`src/rtl/bftm_pkg.sv`:
```
// constants, types and helpers for the bit-field test-and-modify unit
package bftm_pkg;

  // ****************************************************************
  // register map (byte addresses)
  // ****************************************************************
  localparam logic [7:0] CTRL_OFS   = 8'h00;
  localparam logic [7:0] MASK_OFS   = 8'h04;
  localparam logic [7:0] OPND_OFS   = 8'h08;
  localparam logic [7:0] STAT_OFS   = 8'h0C;
  localparam logic [7:0] SREG_OFS   = 8'h10;
  localparam logic [7:0] R2_OFS     = 8'h14;
  localparam logic [7:0] SP_OFS     = 8'h18;

  // ****************************************************************
  // field positions
  // ****************************************************************
  localparam int CTRL_START  = 0;
  localparam int CTRL_OP     = 1;
  localparam int CTRL_MODE   = 2;
  localparam int CTRL_DEST   = 5;
  localparam int STAT_BUSY   = 0;
  localparam int STAT_CARRY  = 1;
  localparam int STAT_LIMIT  = 2;
  localparam int STAT_ILL    = 3;
  localparam int STAT_DONE   = 4;
  localparam int STAT_CYC    = 8;
  localparam int STAT_WORDS  = 12;
  localparam int SR_C        = 0;
  localparam int SR_L        = 6;

  // ****************************************************************
  // reset values, destination codes, address regions, timing
  // ****************************************************************
  localparam logic [15:0] SR_RESET   = 16'h0000;
  localparam logic [15:0] REG_RESET  = 16'h0000;
  localparam logic [4:0]  DEST_SR    = 5'h19;
  localparam logic [4:0]  DEST_HWS   = 5'h1B;
  localparam logic [15:0] IO_BASE    = 16'hFFC0;
  localparam logic [3:0]  CYC_SHORT  = 4'h4;
  localparam logic [3:0]  CYC_LONG   = 4'h6;
  localparam logic [1:0]  WORDS_TWO  = 2'h2;
  localparam logic [1:0]  WORDS_THREE = 2'h3;
  localparam logic [1:0]  PAD_INIT   = 2'h1;

  typedef enum logic {
    bitfield_toggle_op,
    bitfield_clear_op
  } bftm_op_t;

  typedef enum logic [2:0] {
    reg_direct_mode,
    short_absolute_mode,
    io_short_mode,
    index_offset_mode,
    stack_offset_mode,
    long_absolute_mode
  } bftm_mode_t;

  typedef enum logic [1:0] {
    space_reg,
    space_xmem,
    space_io
  } bftm_space_t;

  typedef struct packed {
    logic        req;
    logic        we;
    bftm_space_t space;
    logic [15:0] addr;
    logic [15:0] wdata;
  } bftm_acc_t;

  function automatic logic [3:0] mode_cycles(input bftm_mode_t m);
    return (m == index_offset_mode || m == stack_offset_mode ||
            m == long_absolute_mode) ? CYC_LONG : CYC_SHORT;
  endfunction

  function automatic logic [1:0] mode_words(input bftm_mode_t m);
    return (m == long_absolute_mode) ? WORDS_THREE : WORDS_TWO;
  endfunction

endpackage

```
`src/rtl/bftm_addr.sv`:
```
// destination space and address for each addressing form
`timescale 1ns/1ps
module bftm_addr
  import bftm_pkg::*;
(
  input  wire bftm_mode_t  mode,
  input  wire logic [15:0] opnd,
  input  wire logic [4:0]  dest,
  input  wire logic [15:0] r2,
  input  wire logic [15:0] sp,
  output bftm_space_t      space,
  output logic      [15:0] addr
);

  always_comb begin
    space = space_xmem;
    addr  = opnd;
    case (mode)
      reg_direct_mode: begin
        space = space_reg;
        addr  = {11'h000, dest};
      end
      short_absolute_mode: begin
        addr = {10'h000, opnd[5:0]};
      end
      io_short_mode: begin
        space = space_io;
        addr  = IO_BASE | {10'h000, opnd[5:0]};
      end
      index_offset_mode: begin
        addr = r2 + {10'h000, opnd[5:0]};
      end
      stack_offset_mode: begin
        addr = sp - {10'h000, opnd[5:0]};
      end
      long_absolute_mode: begin
        addr = opnd;
      end
      default: begin
        addr = opnd;
      end
    endcase
  end

endmodule

```
`src/rtl/bftm_modify.sv`:
```
// test of mask-selected bits and the inverted or cleared result
`timescale 1ns/1ps
module bftm_modify
  import bftm_pkg::*;
#(
  parameter int DATA_W = 16
) (
  input  wire bftm_op_t          op,
  input  wire logic [DATA_W-1:0] mask,
  input  wire logic [DATA_W-1:0] din,
  output logic      [DATA_W-1:0] dout,
  output logic                   all_set
);

  // an empty mask selects nothing, so the and-reduce reads as set
  assign all_set = &(din | ~mask);

  always_comb begin
    if (op == bitfield_toggle_op) begin
      dout = din ^ mask;
    end else begin
      dout = din & ~mask;
    end
  end

endmodule

```
`src/rtl/bftm_unit.sv`:
```
// bit-field test-and-modify unit with its register interface
//
// Chosen here: the register offsets and register access over APB.
`timescale 1ns/1ps
module bftm_unit
  import bftm_pkg::*;
#(
  parameter int DATA_W = 16
) (
  input  wire logic        mclk,
  input  wire logic        rstn,
  input  wire logic        ce,
  input  wire logic        psel,
  input  wire logic        penable,
  input  wire logic        pwrite,
  input  wire logic [7:0]  paddr,
  input  wire logic [31:0] pwdata,
  output logic      [31:0] prdata,
  output logic             pready,
  output logic             pslverr,
  output logic             dst_req,
  output logic             dst_we,
  output bftm_space_t      dst_space,
  output logic      [15:0] dst_addr,
  output logic      [15:0] dst_wdata,
  input  wire logic [15:0] dst_rdata,
  input  wire logic        dst_limit,
  output logic             busy,
  output logic      [15:0] status_register
);

  // ****************************************************************
  // parameter check
  // ****************************************************************
  generate
    if (DATA_W != 16) begin : g_bad_width
      $error("bftm_unit serves a 16-bit data path only");
    end
  endgenerate

  typedef enum logic [2:0] {
    st_idle,
    st_addr,
    st_read,
    st_mod,
    st_write,
    st_fin
  } bftm_state_t;

  bftm_state_t state_q;
  bftm_op_t    op_q;
  bftm_mode_t  mode_q;
  logic [4:0]  dest_q;
  logic [15:0] mask_q;
  logic [15:0] opnd_q;
  logic [15:0] r2_q;
  logic [15:0] sp_q;
  logic [15:0] sr_q;
  logic [15:0] res_q;
  logic [1:0]  pad_q;
  logic        carry_q;
  logic        limit_q;
  logic        ill_q;
  logic        done_q;
  logic [3:0]  cyc_q;
  logic [1:0]  words_q;
  bftm_acc_t   acc_q;
  logic [31:0] prdata_q;
  logic        pready_q;
  logic        pslverr_q;

  logic        setup;
  logic        wr_take;
  logic        mapped;
  logic        start;
  logic        is_sr;
  logic        refuse;
  bftm_mode_t  cur_mode;
  logic [4:0]  cur_dest;
  logic [15:0] rd_val;
  logic [15:0] mod_val;
  logic        all_set;
  bftm_space_t ea_space;
  logic [15:0] ea_addr;
  logic [31:0] rd_mux;

  // ****************************************************************
  // helpers
  // ****************************************************************
  bftm_addr u_addr (
    .mode  (cur_mode),
    .opnd  (opnd_q),
    .dest  (cur_dest),
    .r2    (r2_q),
    .sp    (sp_q),
    .space (ea_space),
    .addr  (ea_addr)
  );

  // in idle the fields come from the start write, not the old command
  assign cur_mode = (state_q == st_idle) ?
                    bftm_mode_t'(pwdata[CTRL_MODE+:3]) : mode_q;
  assign cur_dest = (state_q == st_idle) ? pwdata[CTRL_DEST+:5] : dest_q;
  assign refuse   = (cur_mode == reg_direct_mode) && (cur_dest == DEST_HWS);
  // status register as destination is read inside the unit
  assign is_sr  = (cur_mode == reg_direct_mode) && (cur_dest == DEST_SR);
  assign rd_val = is_sr ? sr_q : dst_rdata;

  bftm_modify #(
    .DATA_W (DATA_W)
  ) u_mod (
    .op      (op_q),
    .mask    (mask_q),
    .din     (rd_val),
    .dout    (mod_val),
    .all_set (all_set)
  );

  // ****************************************************************
  // apb slave
  // ****************************************************************
  assign setup   = psel && !penable;
  assign wr_take = psel && penable && pready_q && pwrite;
  assign mapped  = (paddr == CTRL_OFS) || (paddr == MASK_OFS) ||
                   (paddr == OPND_OFS) || (paddr == STAT_OFS) ||
                   (paddr == SREG_OFS) || (paddr == R2_OFS) ||
                   (paddr == SP_OFS);
  // a start is refused while a sequence runs
  assign start   = wr_take && (paddr == CTRL_OFS) &&
                   pwdata[CTRL_START] && (state_q == st_idle);

  always_comb begin
    rd_mux = 32'h0000_0000;
    case (paddr)
      CTRL_OFS: begin
        rd_mux[CTRL_OP]                = op_q;
        rd_mux[CTRL_MODE+:3]           = mode_q;
        rd_mux[CTRL_DEST+:5]           = dest_q;
      end
      MASK_OFS: rd_mux[15:0] = mask_q;
      OPND_OFS: rd_mux[15:0] = opnd_q;
      STAT_OFS: begin
        rd_mux[STAT_BUSY]      = (state_q != st_idle);
        rd_mux[STAT_CARRY]     = carry_q;
        rd_mux[STAT_LIMIT]     = limit_q;
        rd_mux[STAT_ILL]       = ill_q;
        rd_mux[STAT_DONE]      = done_q;
        rd_mux[STAT_CYC+:4]    = cyc_q;
        rd_mux[STAT_WORDS+:2]  = words_q;
      end
      SREG_OFS: rd_mux[15:0] = sr_q;
      R2_OFS:   rd_mux[15:0] = r2_q;
      SP_OFS:   rd_mux[15:0] = sp_q;
      default:  rd_mux = 32'h0000_0000;
    endcase
  end

  // no wait state: the answer is registered during setup
  always_ff @(posedge mclk) begin
    if (!rstn) begin
      pready_q  <= 1'b0;
      pslverr_q <= 1'b0;
      prdata_q  <= 32'h0000_0000;
    end else if (ce) begin
      if (setup) begin
        pready_q  <= 1'b1;
        pslverr_q <= !mapped;
        prdata_q  <= pwrite ? 32'h0000_0000 : rd_mux;
      end else if (psel && penable && pready_q) begin
        pready_q  <= 1'b0;
        pslverr_q <= 1'b0;
      end
    end
  end

  // command registers, frozen while the unit is busy
  always_ff @(posedge mclk) begin
    if (!rstn) begin
      op_q   <= bitfield_toggle_op;
      mode_q <= reg_direct_mode;
      dest_q <= 5'h00;
      mask_q <= REG_RESET;
      opnd_q <= REG_RESET;
      r2_q   <= REG_RESET;
      sp_q   <= REG_RESET;
    end else if (ce && wr_take && state_q == st_idle) begin
      case (paddr)
        CTRL_OFS: begin
          op_q   <= bftm_op_t'(pwdata[CTRL_OP]);
          mode_q <= bftm_mode_t'(pwdata[CTRL_MODE+:3]);
          dest_q <= pwdata[CTRL_DEST+:5];
        end
        MASK_OFS: mask_q <= pwdata[15:0];
        OPND_OFS: opnd_q <= pwdata[15:0];
        R2_OFS:   r2_q   <= pwdata[15:0];
        SP_OFS:   sp_q   <= pwdata[15:0];
        default: begin
        end
      endcase
    end
  end

  // ****************************************************************
  // sequencer
  // ****************************************************************
  always_ff @(posedge mclk) begin
    if (!rstn) begin
      state_q <= st_idle;
      pad_q   <= 2'h0;
    end else if (ce) begin
      case (state_q)
        st_idle: begin
          if (start && !refuse) begin
            if (mode_cycles(cur_mode) == CYC_LONG) begin
              state_q <= st_addr;
              pad_q   <= PAD_INIT;
            end else begin
              state_q <= st_read;
            end
          end
        end
        st_addr: begin
          if (pad_q == 2'h0) begin
            state_q <= st_read;
          end else begin
            pad_q <= pad_q - 2'h1;
          end
        end
        st_read:  state_q <= st_mod;
        st_mod:   state_q <= st_write;
        st_write: state_q <= st_fin;
        st_fin:   state_q <= st_idle;
        default:  state_q <= st_idle;
      endcase
    end
  end

  // destination access: a read, then a write of the new value
  always_ff @(posedge mclk) begin
    if (!rstn) begin
      acc_q <= '0;
    end else if (ce) begin
      acc_q.req <= 1'b0;
      acc_q.we  <= 1'b0;
      if (!is_sr && ((state_q == st_addr && pad_q == 2'h0) ||
          (state_q == st_idle && start && !refuse &&
           mode_cycles(cur_mode) == CYC_SHORT))) begin
        acc_q.req <= 1'b1;
      end
      // the address is latched with the request that first shows it
      if ((state_q == st_idle && start) || state_q == st_addr) begin
        acc_q.space <= ea_space;
        acc_q.addr  <= ea_addr;
      end
      if (state_q == st_mod && !is_sr) begin
        acc_q.req   <= 1'b1;
        acc_q.we    <= 1'b1;
        acc_q.wdata <= mod_val;
      end
    end
  end

  // result kept for a status register destination
  always_ff @(posedge mclk) begin
    if (!rstn) begin
      res_q <= REG_RESET;
    end else if (ce && state_q == st_mod) begin
      res_q <= mod_val;
    end
  end

  // ****************************************************************
  // flags and status register
  // ****************************************************************
  always_ff @(posedge mclk) begin
    if (!rstn) begin
      sr_q <= SR_RESET;
    end else if (ce) begin
      if (state_q == st_write && is_sr) begin
        sr_q <= res_q;
      end else if (state_q == st_mod && !is_sr) begin
        sr_q[SR_C] <= all_set;
        if (mode_q == reg_direct_mode && dst_limit) begin
          sr_q[SR_L] <= 1'b1;
        end
      end else if (wr_take && paddr == SREG_OFS &&
                   state_q == st_idle) begin
        sr_q <= pwdata[15:0];
      end
    end
  end

  always_ff @(posedge mclk) begin
    if (!rstn) begin
      carry_q <= 1'b0;
      limit_q <= 1'b0;
      ill_q   <= 1'b0;
      done_q  <= 1'b0;
      cyc_q   <= 4'h0;
      words_q <= 2'h0;
    end else if (ce) begin
      if (wr_take && paddr == CTRL_OFS && pwdata[CTRL_START] &&
          state_q == st_idle) begin
        ill_q   <= refuse;
        done_q  <= 1'b0;
        cyc_q   <= mode_cycles(cur_mode);
        words_q <= mode_words(cur_mode);
      end
      if (state_q == st_mod) begin
        carry_q <= all_set;
        limit_q <= !is_sr && mode_q == reg_direct_mode && dst_limit;
      end
      if (state_q == st_fin) begin
        done_q <= 1'b1;
      end
    end
  end

  // ****************************************************************
  // outputs
  // ****************************************************************
  assign prdata          = prdata_q;
  assign pready          = pready_q;
  assign pslverr         = pslverr_q;
  assign dst_req         = acc_q.req;
  assign dst_we          = acc_q.we;
  assign dst_space       = acc_q.space;
  assign dst_addr        = acc_q.addr;
  assign dst_wdata       = acc_q.wdata;
  assign status_register = sr_q;

  always_ff @(posedge mclk) begin
    if (!rstn) begin
      busy <= 1'b0;
    end else if (ce) begin
      busy <= (state_q == st_idle) ? (start && !refuse)
                                   : (state_q != st_fin);
    end
  end

endmodule
```
`config.mk`:
```
export PLATFORM = sky130hd
export DESIGN_NAME = bftm_unit
export DESIGN_NICKNAME = d
export VERILOG_FILES = /design/src/rtl/bftm_pkg.sv /design/src/rtl/bftm_addr.sv /design/src/rtl/bftm_modify.sv /design/src/rtl/bftm_unit.sv
export SDC_FILE = /design/constraint.sdc
export NUM_CORES = 1
export LEC_CHECK = 0
export ABC_AREA = 1
export BUFFER_PORTS_ARGS = -buffer_cell sky130_fd_sc_hd__buf_2
export CAP_MARGIN = 5
export CORE_AREA = 2 2 196 150
export CTS_CLUSTER_SIZE = 12
export DETAILED_ROUTE_END_ITERATION = 7
export DIE_AREA = 0 0 198 152
export HOLD_SLACK_MARGIN = 0.12
export PLACE_DENSITY_LB_ADDON = 0.12
export SYNTH_ARGS = -nofsm -noshare
export SYNTH_HDL_FRONTEND = slang
export SYNTH_SLANG_ARGS = --single-unit
```
`constraint.sdc`:
```
create_clock -name mclk -period 3 [get_ports mclk]
set_clock_uncertainty 0.15 [all_clocks]
set_input_delay 0.6 -clock mclk [delete_from_list [all_inputs] [get_ports mclk]]
set_output_delay 0.6 -clock mclk [all_outputs]
set_load 0.02 [all_outputs]
```
# Word level (Yosys, flattened, before mapping)
# Index checks and enable logic that the tools add are counted.
[word_totals]
regBits = 191
latch_bits = 0
ram_bits = 0
mem_bits_ro = 0
input_bits = 63
out_inout_bits = 87
elab_cells = 168
n_memories = 0
[op_classes]
addsub = 3
n_mul = 0
div = 0
magnitude_cmp = 0
n_eq_ne = 27
n_shift = 0
mux = 38
n_bitwise = 4
n_reduce_logical = 68
[op_table]
columns = ["operator", "n"]
rows = [
  ["16-bit 2-to-1 mux", 5],
  ["16-bit case mux with 5 select lines", 1],
  ["4-bit case mux with 7 select lines", 1],
  ["2-bit AND reduction", 13],
  ["1-bit logical AND", 25],
  ["8-bit by 5-bit equality test with 1-bit output (second input constant)", 3],
  ["4-bit case mux with 6 select lines", 1],
  ["3-bit case mux with 6 select lines", 1],
  ["16-bit by 6-bit adder with 16-bit output", 1],
  ["16-bit AND", 1],
  ["8-bit by 4-bit equality test with 1-bit output (second input constant)", 2],
  ["16-bit NOT", 1],
  ["16-bit bitwise OR", 1],
  ["16-bit AND reduction", 1],
  ["16-bit by 6-bit subtractor with 16-bit output", 1],
  ["16-bit XOR", 1],
  ["3-bit case mux with 5 select lines", 1],
  ["2-bit case mux with 7 select lines", 1],
  ["3-bit by 2-bit equality test with 1-bit output (second input constant)", 4],
  ["3-bit equality test (second input constant)", 4],
  ["2-bit 2-to-1 mux", 6],
  ["1-bit 2-to-1 mux", 11],
  ["5-bit equality test (second input constant)", 2],
  ["1-bit logical OR", 10],
  ["22 further kinds", 42],
]

# Longest topological paths before layout
[logic_depth]
depth_word = 13
ltp_mapped = 20
mapped_depth_nobuf = 18

# Cells and area by module
# From an unflattened synthesis, not the netlist that was laid out.
[hier_totals]
cells_unflattened = 1494
area_unflattened_um2 = 10037.1
[by_module_without_submodules]
columns = ["mod", "instances", "cells_per_inst", "area_each_um2", "seq_area_each_um2"]
rows = [
  ["bftm_unit", 1, 1061, 7647.3, 3443.3],
  ["bftm_addr", 1, 307, 1587.8, 0.0],
  ["bftm_modify", 1, 126, 802.0, 0.0],
]

# Least setup slack after synthesis
# OpenSTA, ideal clock, no wires.
[synth_path]
path_type = "input -> register"
startpoint = "input port pwdata[3]"
endpoint = "register sr_q[0], in the netlist status_register[0]"
setup_time_ns = 0.064
arrival_time_ns = 2.599
required_ns = 2.786
setup_slack_ns = 0.187
path_stages = 17
path_cell_list = "inv_1 -> nand3_1 -> nand2_1 -> nand3_4 -> nor2_8 -> nand2_4 -> clkbuf_1 -> o21ai_1 -> inv_1 -> ha_1 -> nor4_1 -> nand4_1 -> nand3_1 -> nand2_1 -> nor2_1 -> nor2_1 -> nor2_1"
[synth_via]
elab_chain_len = 8
word_cells_on_any_way = 13
[synth_rtl]
columns = ["item", "line", "source"]
rows = [
  ["start, declared", "bftm_unit.sv:17", "input wire logic [31:0] pwdata,"],
  ["3-bit 2-to-1 mux *", "bftm_unit.sv:101", "assign cur_mode = (state_q == st_idle) ?"],
  ["3-bit zero test *", "bftm_unit.sv:106", "assign is_sr = (cur_mode == reg_direct_mode) && (cur_dest == DEST_SR);"],
  ["1-bit logical AND *", "bftm_unit.sv:106", ""],
  ["16-bit 2-to-1 mux", "bftm_unit.sv:107", "assign rd_val = is_sr ? sr_q : dst_rdata;"],
  ["16-bit bitwise OR", "bftm_modify.sv:16", "assign all_set = &(din | ~mask);"],
  ["16-bit AND reduction", "bftm_modify.sv:16", ""],
  ["1-bit 2-to-1 mux", "bftm_unit.sv:281", "end else if (state_q == st_mod && !is_sr) begin"],
  ["16-bit 2-to-1 mux", "bftm_unit.sv:279", "if (state_q == st_write && is_sr) begin"],
  ["end signal, assigned", "bftm_unit.sv:280", "sr_q <= res_q;"],
  ["end signal, assigned by index", "bftm_unit.sv:282", "sr_q[SR_C] <= all_set;"],
  ["end signal, assigned", "bftm_unit.sv:288", "sr_q <= pwdata[15:0];"],
  ["end, declared", "bftm_unit.sv:58", "logic [15:0] sr_q;"],
]
# Every way passes the cells marked *; elsewhere a longest branch is shown, timed or not.
# A chain may end at the register's enable or synchronous reset.

# Final worst setup path
[layout_path]
startpoint = "register state_q[1]"
endpoint = "register sr_q[0], in the netlist status_register[0]"
[layout_via]
elab_chain_len = 9
word_cells_on_any_way = 19
[layout_rtl]
columns = ["item", "line", "source"]
rows = [
  ["start, declared", "bftm_unit.sv:50", "bftm_state_t state_q;"],
  ["start signal, assigned", "bftm_unit.sv:208", "state_q <= st_idle;"],
  ["start signal, assigned", "bftm_unit.sv:215", "state_q <= st_addr;"],
  ["start signal, assigned", "bftm_unit.sv:218", "state_q <= st_read;"],
  ["3-bit zero test", "bftm_unit.sv:101, bftm_unit.sv:103, bftm_unit.sv:287", ""],
  ["5-bit 2-to-1 mux / 3-bit 2-to-1 mux (equally long branches)", "bftm_unit.sv:103, bftm_unit.sv:101", ""],
  ["5-bit equality test / 3-bit zero test (equally long branches)", "bftm_unit.sv:106", ""],
  ["1-bit logical AND", "bftm_unit.sv:106", ""],
  ["16-bit 2-to-1 mux", "bftm_unit.sv:107", ""],
  ["16-bit bitwise OR", "bftm_modify.sv:16", ""],
  ["16-bit AND reduction", "bftm_modify.sv:16", ""],
  ["1-bit 2-to-1 mux", "bftm_unit.sv:281", ""],
  ["16-bit 2-to-1 mux", "bftm_unit.sv:279", ""],
]
# Parallel ways exist; a longest one is shown, timed or not.

==> results_dict.tcl <==
set metrics [dict create \
    status "complete, no violations" \
    antenna_found_initial 0 \
    die_w_um 198 \
    layout.cells.non_filler 2043 \
    dp_hpwl_um 28310 \
    final_util_pct 42.51 \
    end_kind "register" \
    vdd_ir_drop_max_uv 443.5 \
    syn_avg_cell_area_um2 6.681 \
    cellPowerDensity_nw_per_um2 600.4 \
    setup_slack_ns 0.006441 \
    yosys_warnings 0 \
    p_total_mw 7.261 \
    design_area_um2 12090 \
    synth_seq_cells 172 \
    worstSetupPathType "reg -> reg" \
    insertion_delay_ns 0.45 \
    dpl_cell_area_um2 11360 \
    drv_cap 0 \
    hold_buffers 0 \
    holdWs_ns 0.3107 \
    clk_path_buf_depth 2 \
    min_delay_path_depth 2 \
    setup_viol_count_final 0 \
    netlist_area_um2 9768 \
    layout_commonest_cell "nand2_1" \
    fin_setup_tns_ns 0 \
    max-slew-margin-rel_pct 34.64 \
    synth_cell_type_count 46 \
    dominantRegCellSynth "dfxtp_1" \
    post_synth_inst_count 1462 \
    hold_viol 0 \
    wirelength_um 37310 \
    reg2reg_slack_ns 0.006 \
    required_ns 3.24 \
    ys_seq_area_share_pct 35.25 \
    rr_worst_depth 18 \
    busiest_layer "met1" \
    grtUsageMet1_pct 38.84 \
    ctsRootBufferMaster "clkbuf_16" \
    first_pass_iters 6 \
    clkTransAtPathRegs_ns 0.07 \
    gp_congestion 0.9026 \
    p_leak_nw 5.526 \
    io_pins 150 \
    syn2layout_area_growth_pct 23.80 \
    initial_core_util_pct 34.34 \
    io_buffer_count 117 \
    grtUsageMet2_pct 35.75 \
    post-route-period-util_pct 99.79 \
    max_freq_ghz 0.3341 \
    dp_slack_ns -0.3038 \
    detail-route-antenna-nets 0 \
    path_max_fanout 12 \
    synth_area_leaders "dfxtp_1, nand2_1, o21ai_0, a21oi_1, inv_1" \
    dieHeight_um 152 \
    wire_per_inst_um 18.26 \
    synthArstFlopShare_pct 0 \
    track_usage_pct 24.73 \
    die-area_um2 30100 \
    drive_gt1_share_pct 18.35 \
    hp-class "reg -> reg" \
    cts.sinks 172 \
    grt_pass1_vias 9240 \
    grt_pass1_wl_um 56100 \
    fin_crit_ns 2.994 \
    synth_edf_count 0 \
    startpoint_type "register" \
    cts_buffers 17 \
    finalNetCount 1748 \
    synth_top_area_cell "dfxtp_1" \
    drc_errors 0 \
    rsz0062_at_grt "yes" \
    vias 10330 \
    slew_viol_final 0 \
    core-area_um2 28440 \
    diodes 0 \
    rows 54 \
    drt-initial-drc-count 803 \
    synth_top_area_share_pct 35.25 \
    met3_usage_pct 3.307 \
    arrival_ns 3.23 \
    tightest_slew_ns 0.9702 \
    layout_common_cells "nand2_1, dfxtp_1, inv_1, o21ai_0, nor2_1" \
    vias_per_cell 5.056 \
    grt_max_degree 92 \
    cts_tree "done" \
    dpl.cell_count 2007 \
    htreeDepth 4 \
    grt_overflow_total 0 \
]
==> synth_stat cells (9+ instances only) <==
master	number
buf_2	14
buf_4	21
o21ai_0	153
ha_1	45
a21oi_1	134
dfxtp_1	172
inv_1	163
nor3_1	9
nand3_1	94
nand4_1	14
nor2_1	145
a211oi_1	18
clkbuf_1	40
o21ai_1	19
nand2_1	325
nand2_2	9
o22ai_1	18
==> layer usage <==
| layer | vias up | wire [µm] |
|---|---|---|
| met5 | - | 0 |
| met4 | 0 | 387 |
| met3 | 27 | 2480 |
| met2 | 326 | 15310 |
| met1 | 4842 | 19130 |
| li1 | 5134 | - |
==> worst max-delay path: stages (launching register included) <==
cell	delay [ns]
dfxtp_2	0.34
nor2_4	0.16
buf_12	0.16
nand3_1	0.09
nand2_2	0.11
nand3_4	0.13
nor2_8	0.21
nand2_8	0.14
o21ai_1	0.18
inv_1	0.06
ha_1	0.20
nor4_4	0.30
buf_4	0.16
nand4_1	0.18
nand3_1	0.13
nand2_1	0.05
nor2_1	0.08
nor2_1	0.05
nor2_1	0.07
==> flip-flops by register name (all words and copies together) (netlist names), 5 cells and up <==
name             cells
status_register     16
dst_wdata           16
opnd_q              16
res_q               16
dest_q               5
sp_q                16
dst_addr            16
mask_q              16
r2_q                16
prdata              16
==> layout make-up <==
cell class,count,area (µm²)
Sequential cell,172,3445
Inverter,172,648.1
Multi-Input combinational cell,1056,5413
Fill cell,3039,16350
Clock inverter,8,106.4
Timing Repair Buffer,219,1489
Clock buffer,24,501.7
Tap cell,392,490.5
==> power breakdown <==
group	switching [mW]	internal, mW
registers	0.0468	2.37
logic	1.62	0.889
clock network	0.998	1.34
total	2.66	4.60
==> path summary, 6_finish.rpt <==
check                     startpoint                         endpoint
max reg2reg  state_q[1]$_SDFFE_PN0P_  status_register[0]$_SDFFE_PN0P_
min reg2reg     dst_req$_SDFFE_PN0P_             dst_req$_SDFFE_PN0P_
min             dst_req$_SDFFE_PN0P_             dst_req$_SDFFE_PN0P_
max          state_q[1]$_SDFFE_PN0P_  status_register[0]$_SDFFE_PN0P_
==> kinds of logic (layout without fill, tap and decap cells) <==
logic type	after synthesis	count (layout)	synth area share, %
fa+ha+maj	47	47	6.174
xor+xnor	3	3	0.2690
simple gates	626	627	27.48
compound gates	363	363	19.94
buf+inv	250	423	10.85
flops	172	172	35.25
other cells	1	16	0.03839
==> repair_timing <==
item                                    4_1_cts  5_1_grt
endpoints found under the setup margin        2        2
hold endpoints to repair                      0        0
setup buffers                                 2        1
resized for setup                            10        8
cloned                                        1        0
pin swaps                                     6        1
Power figures use the tool's default switching activity.
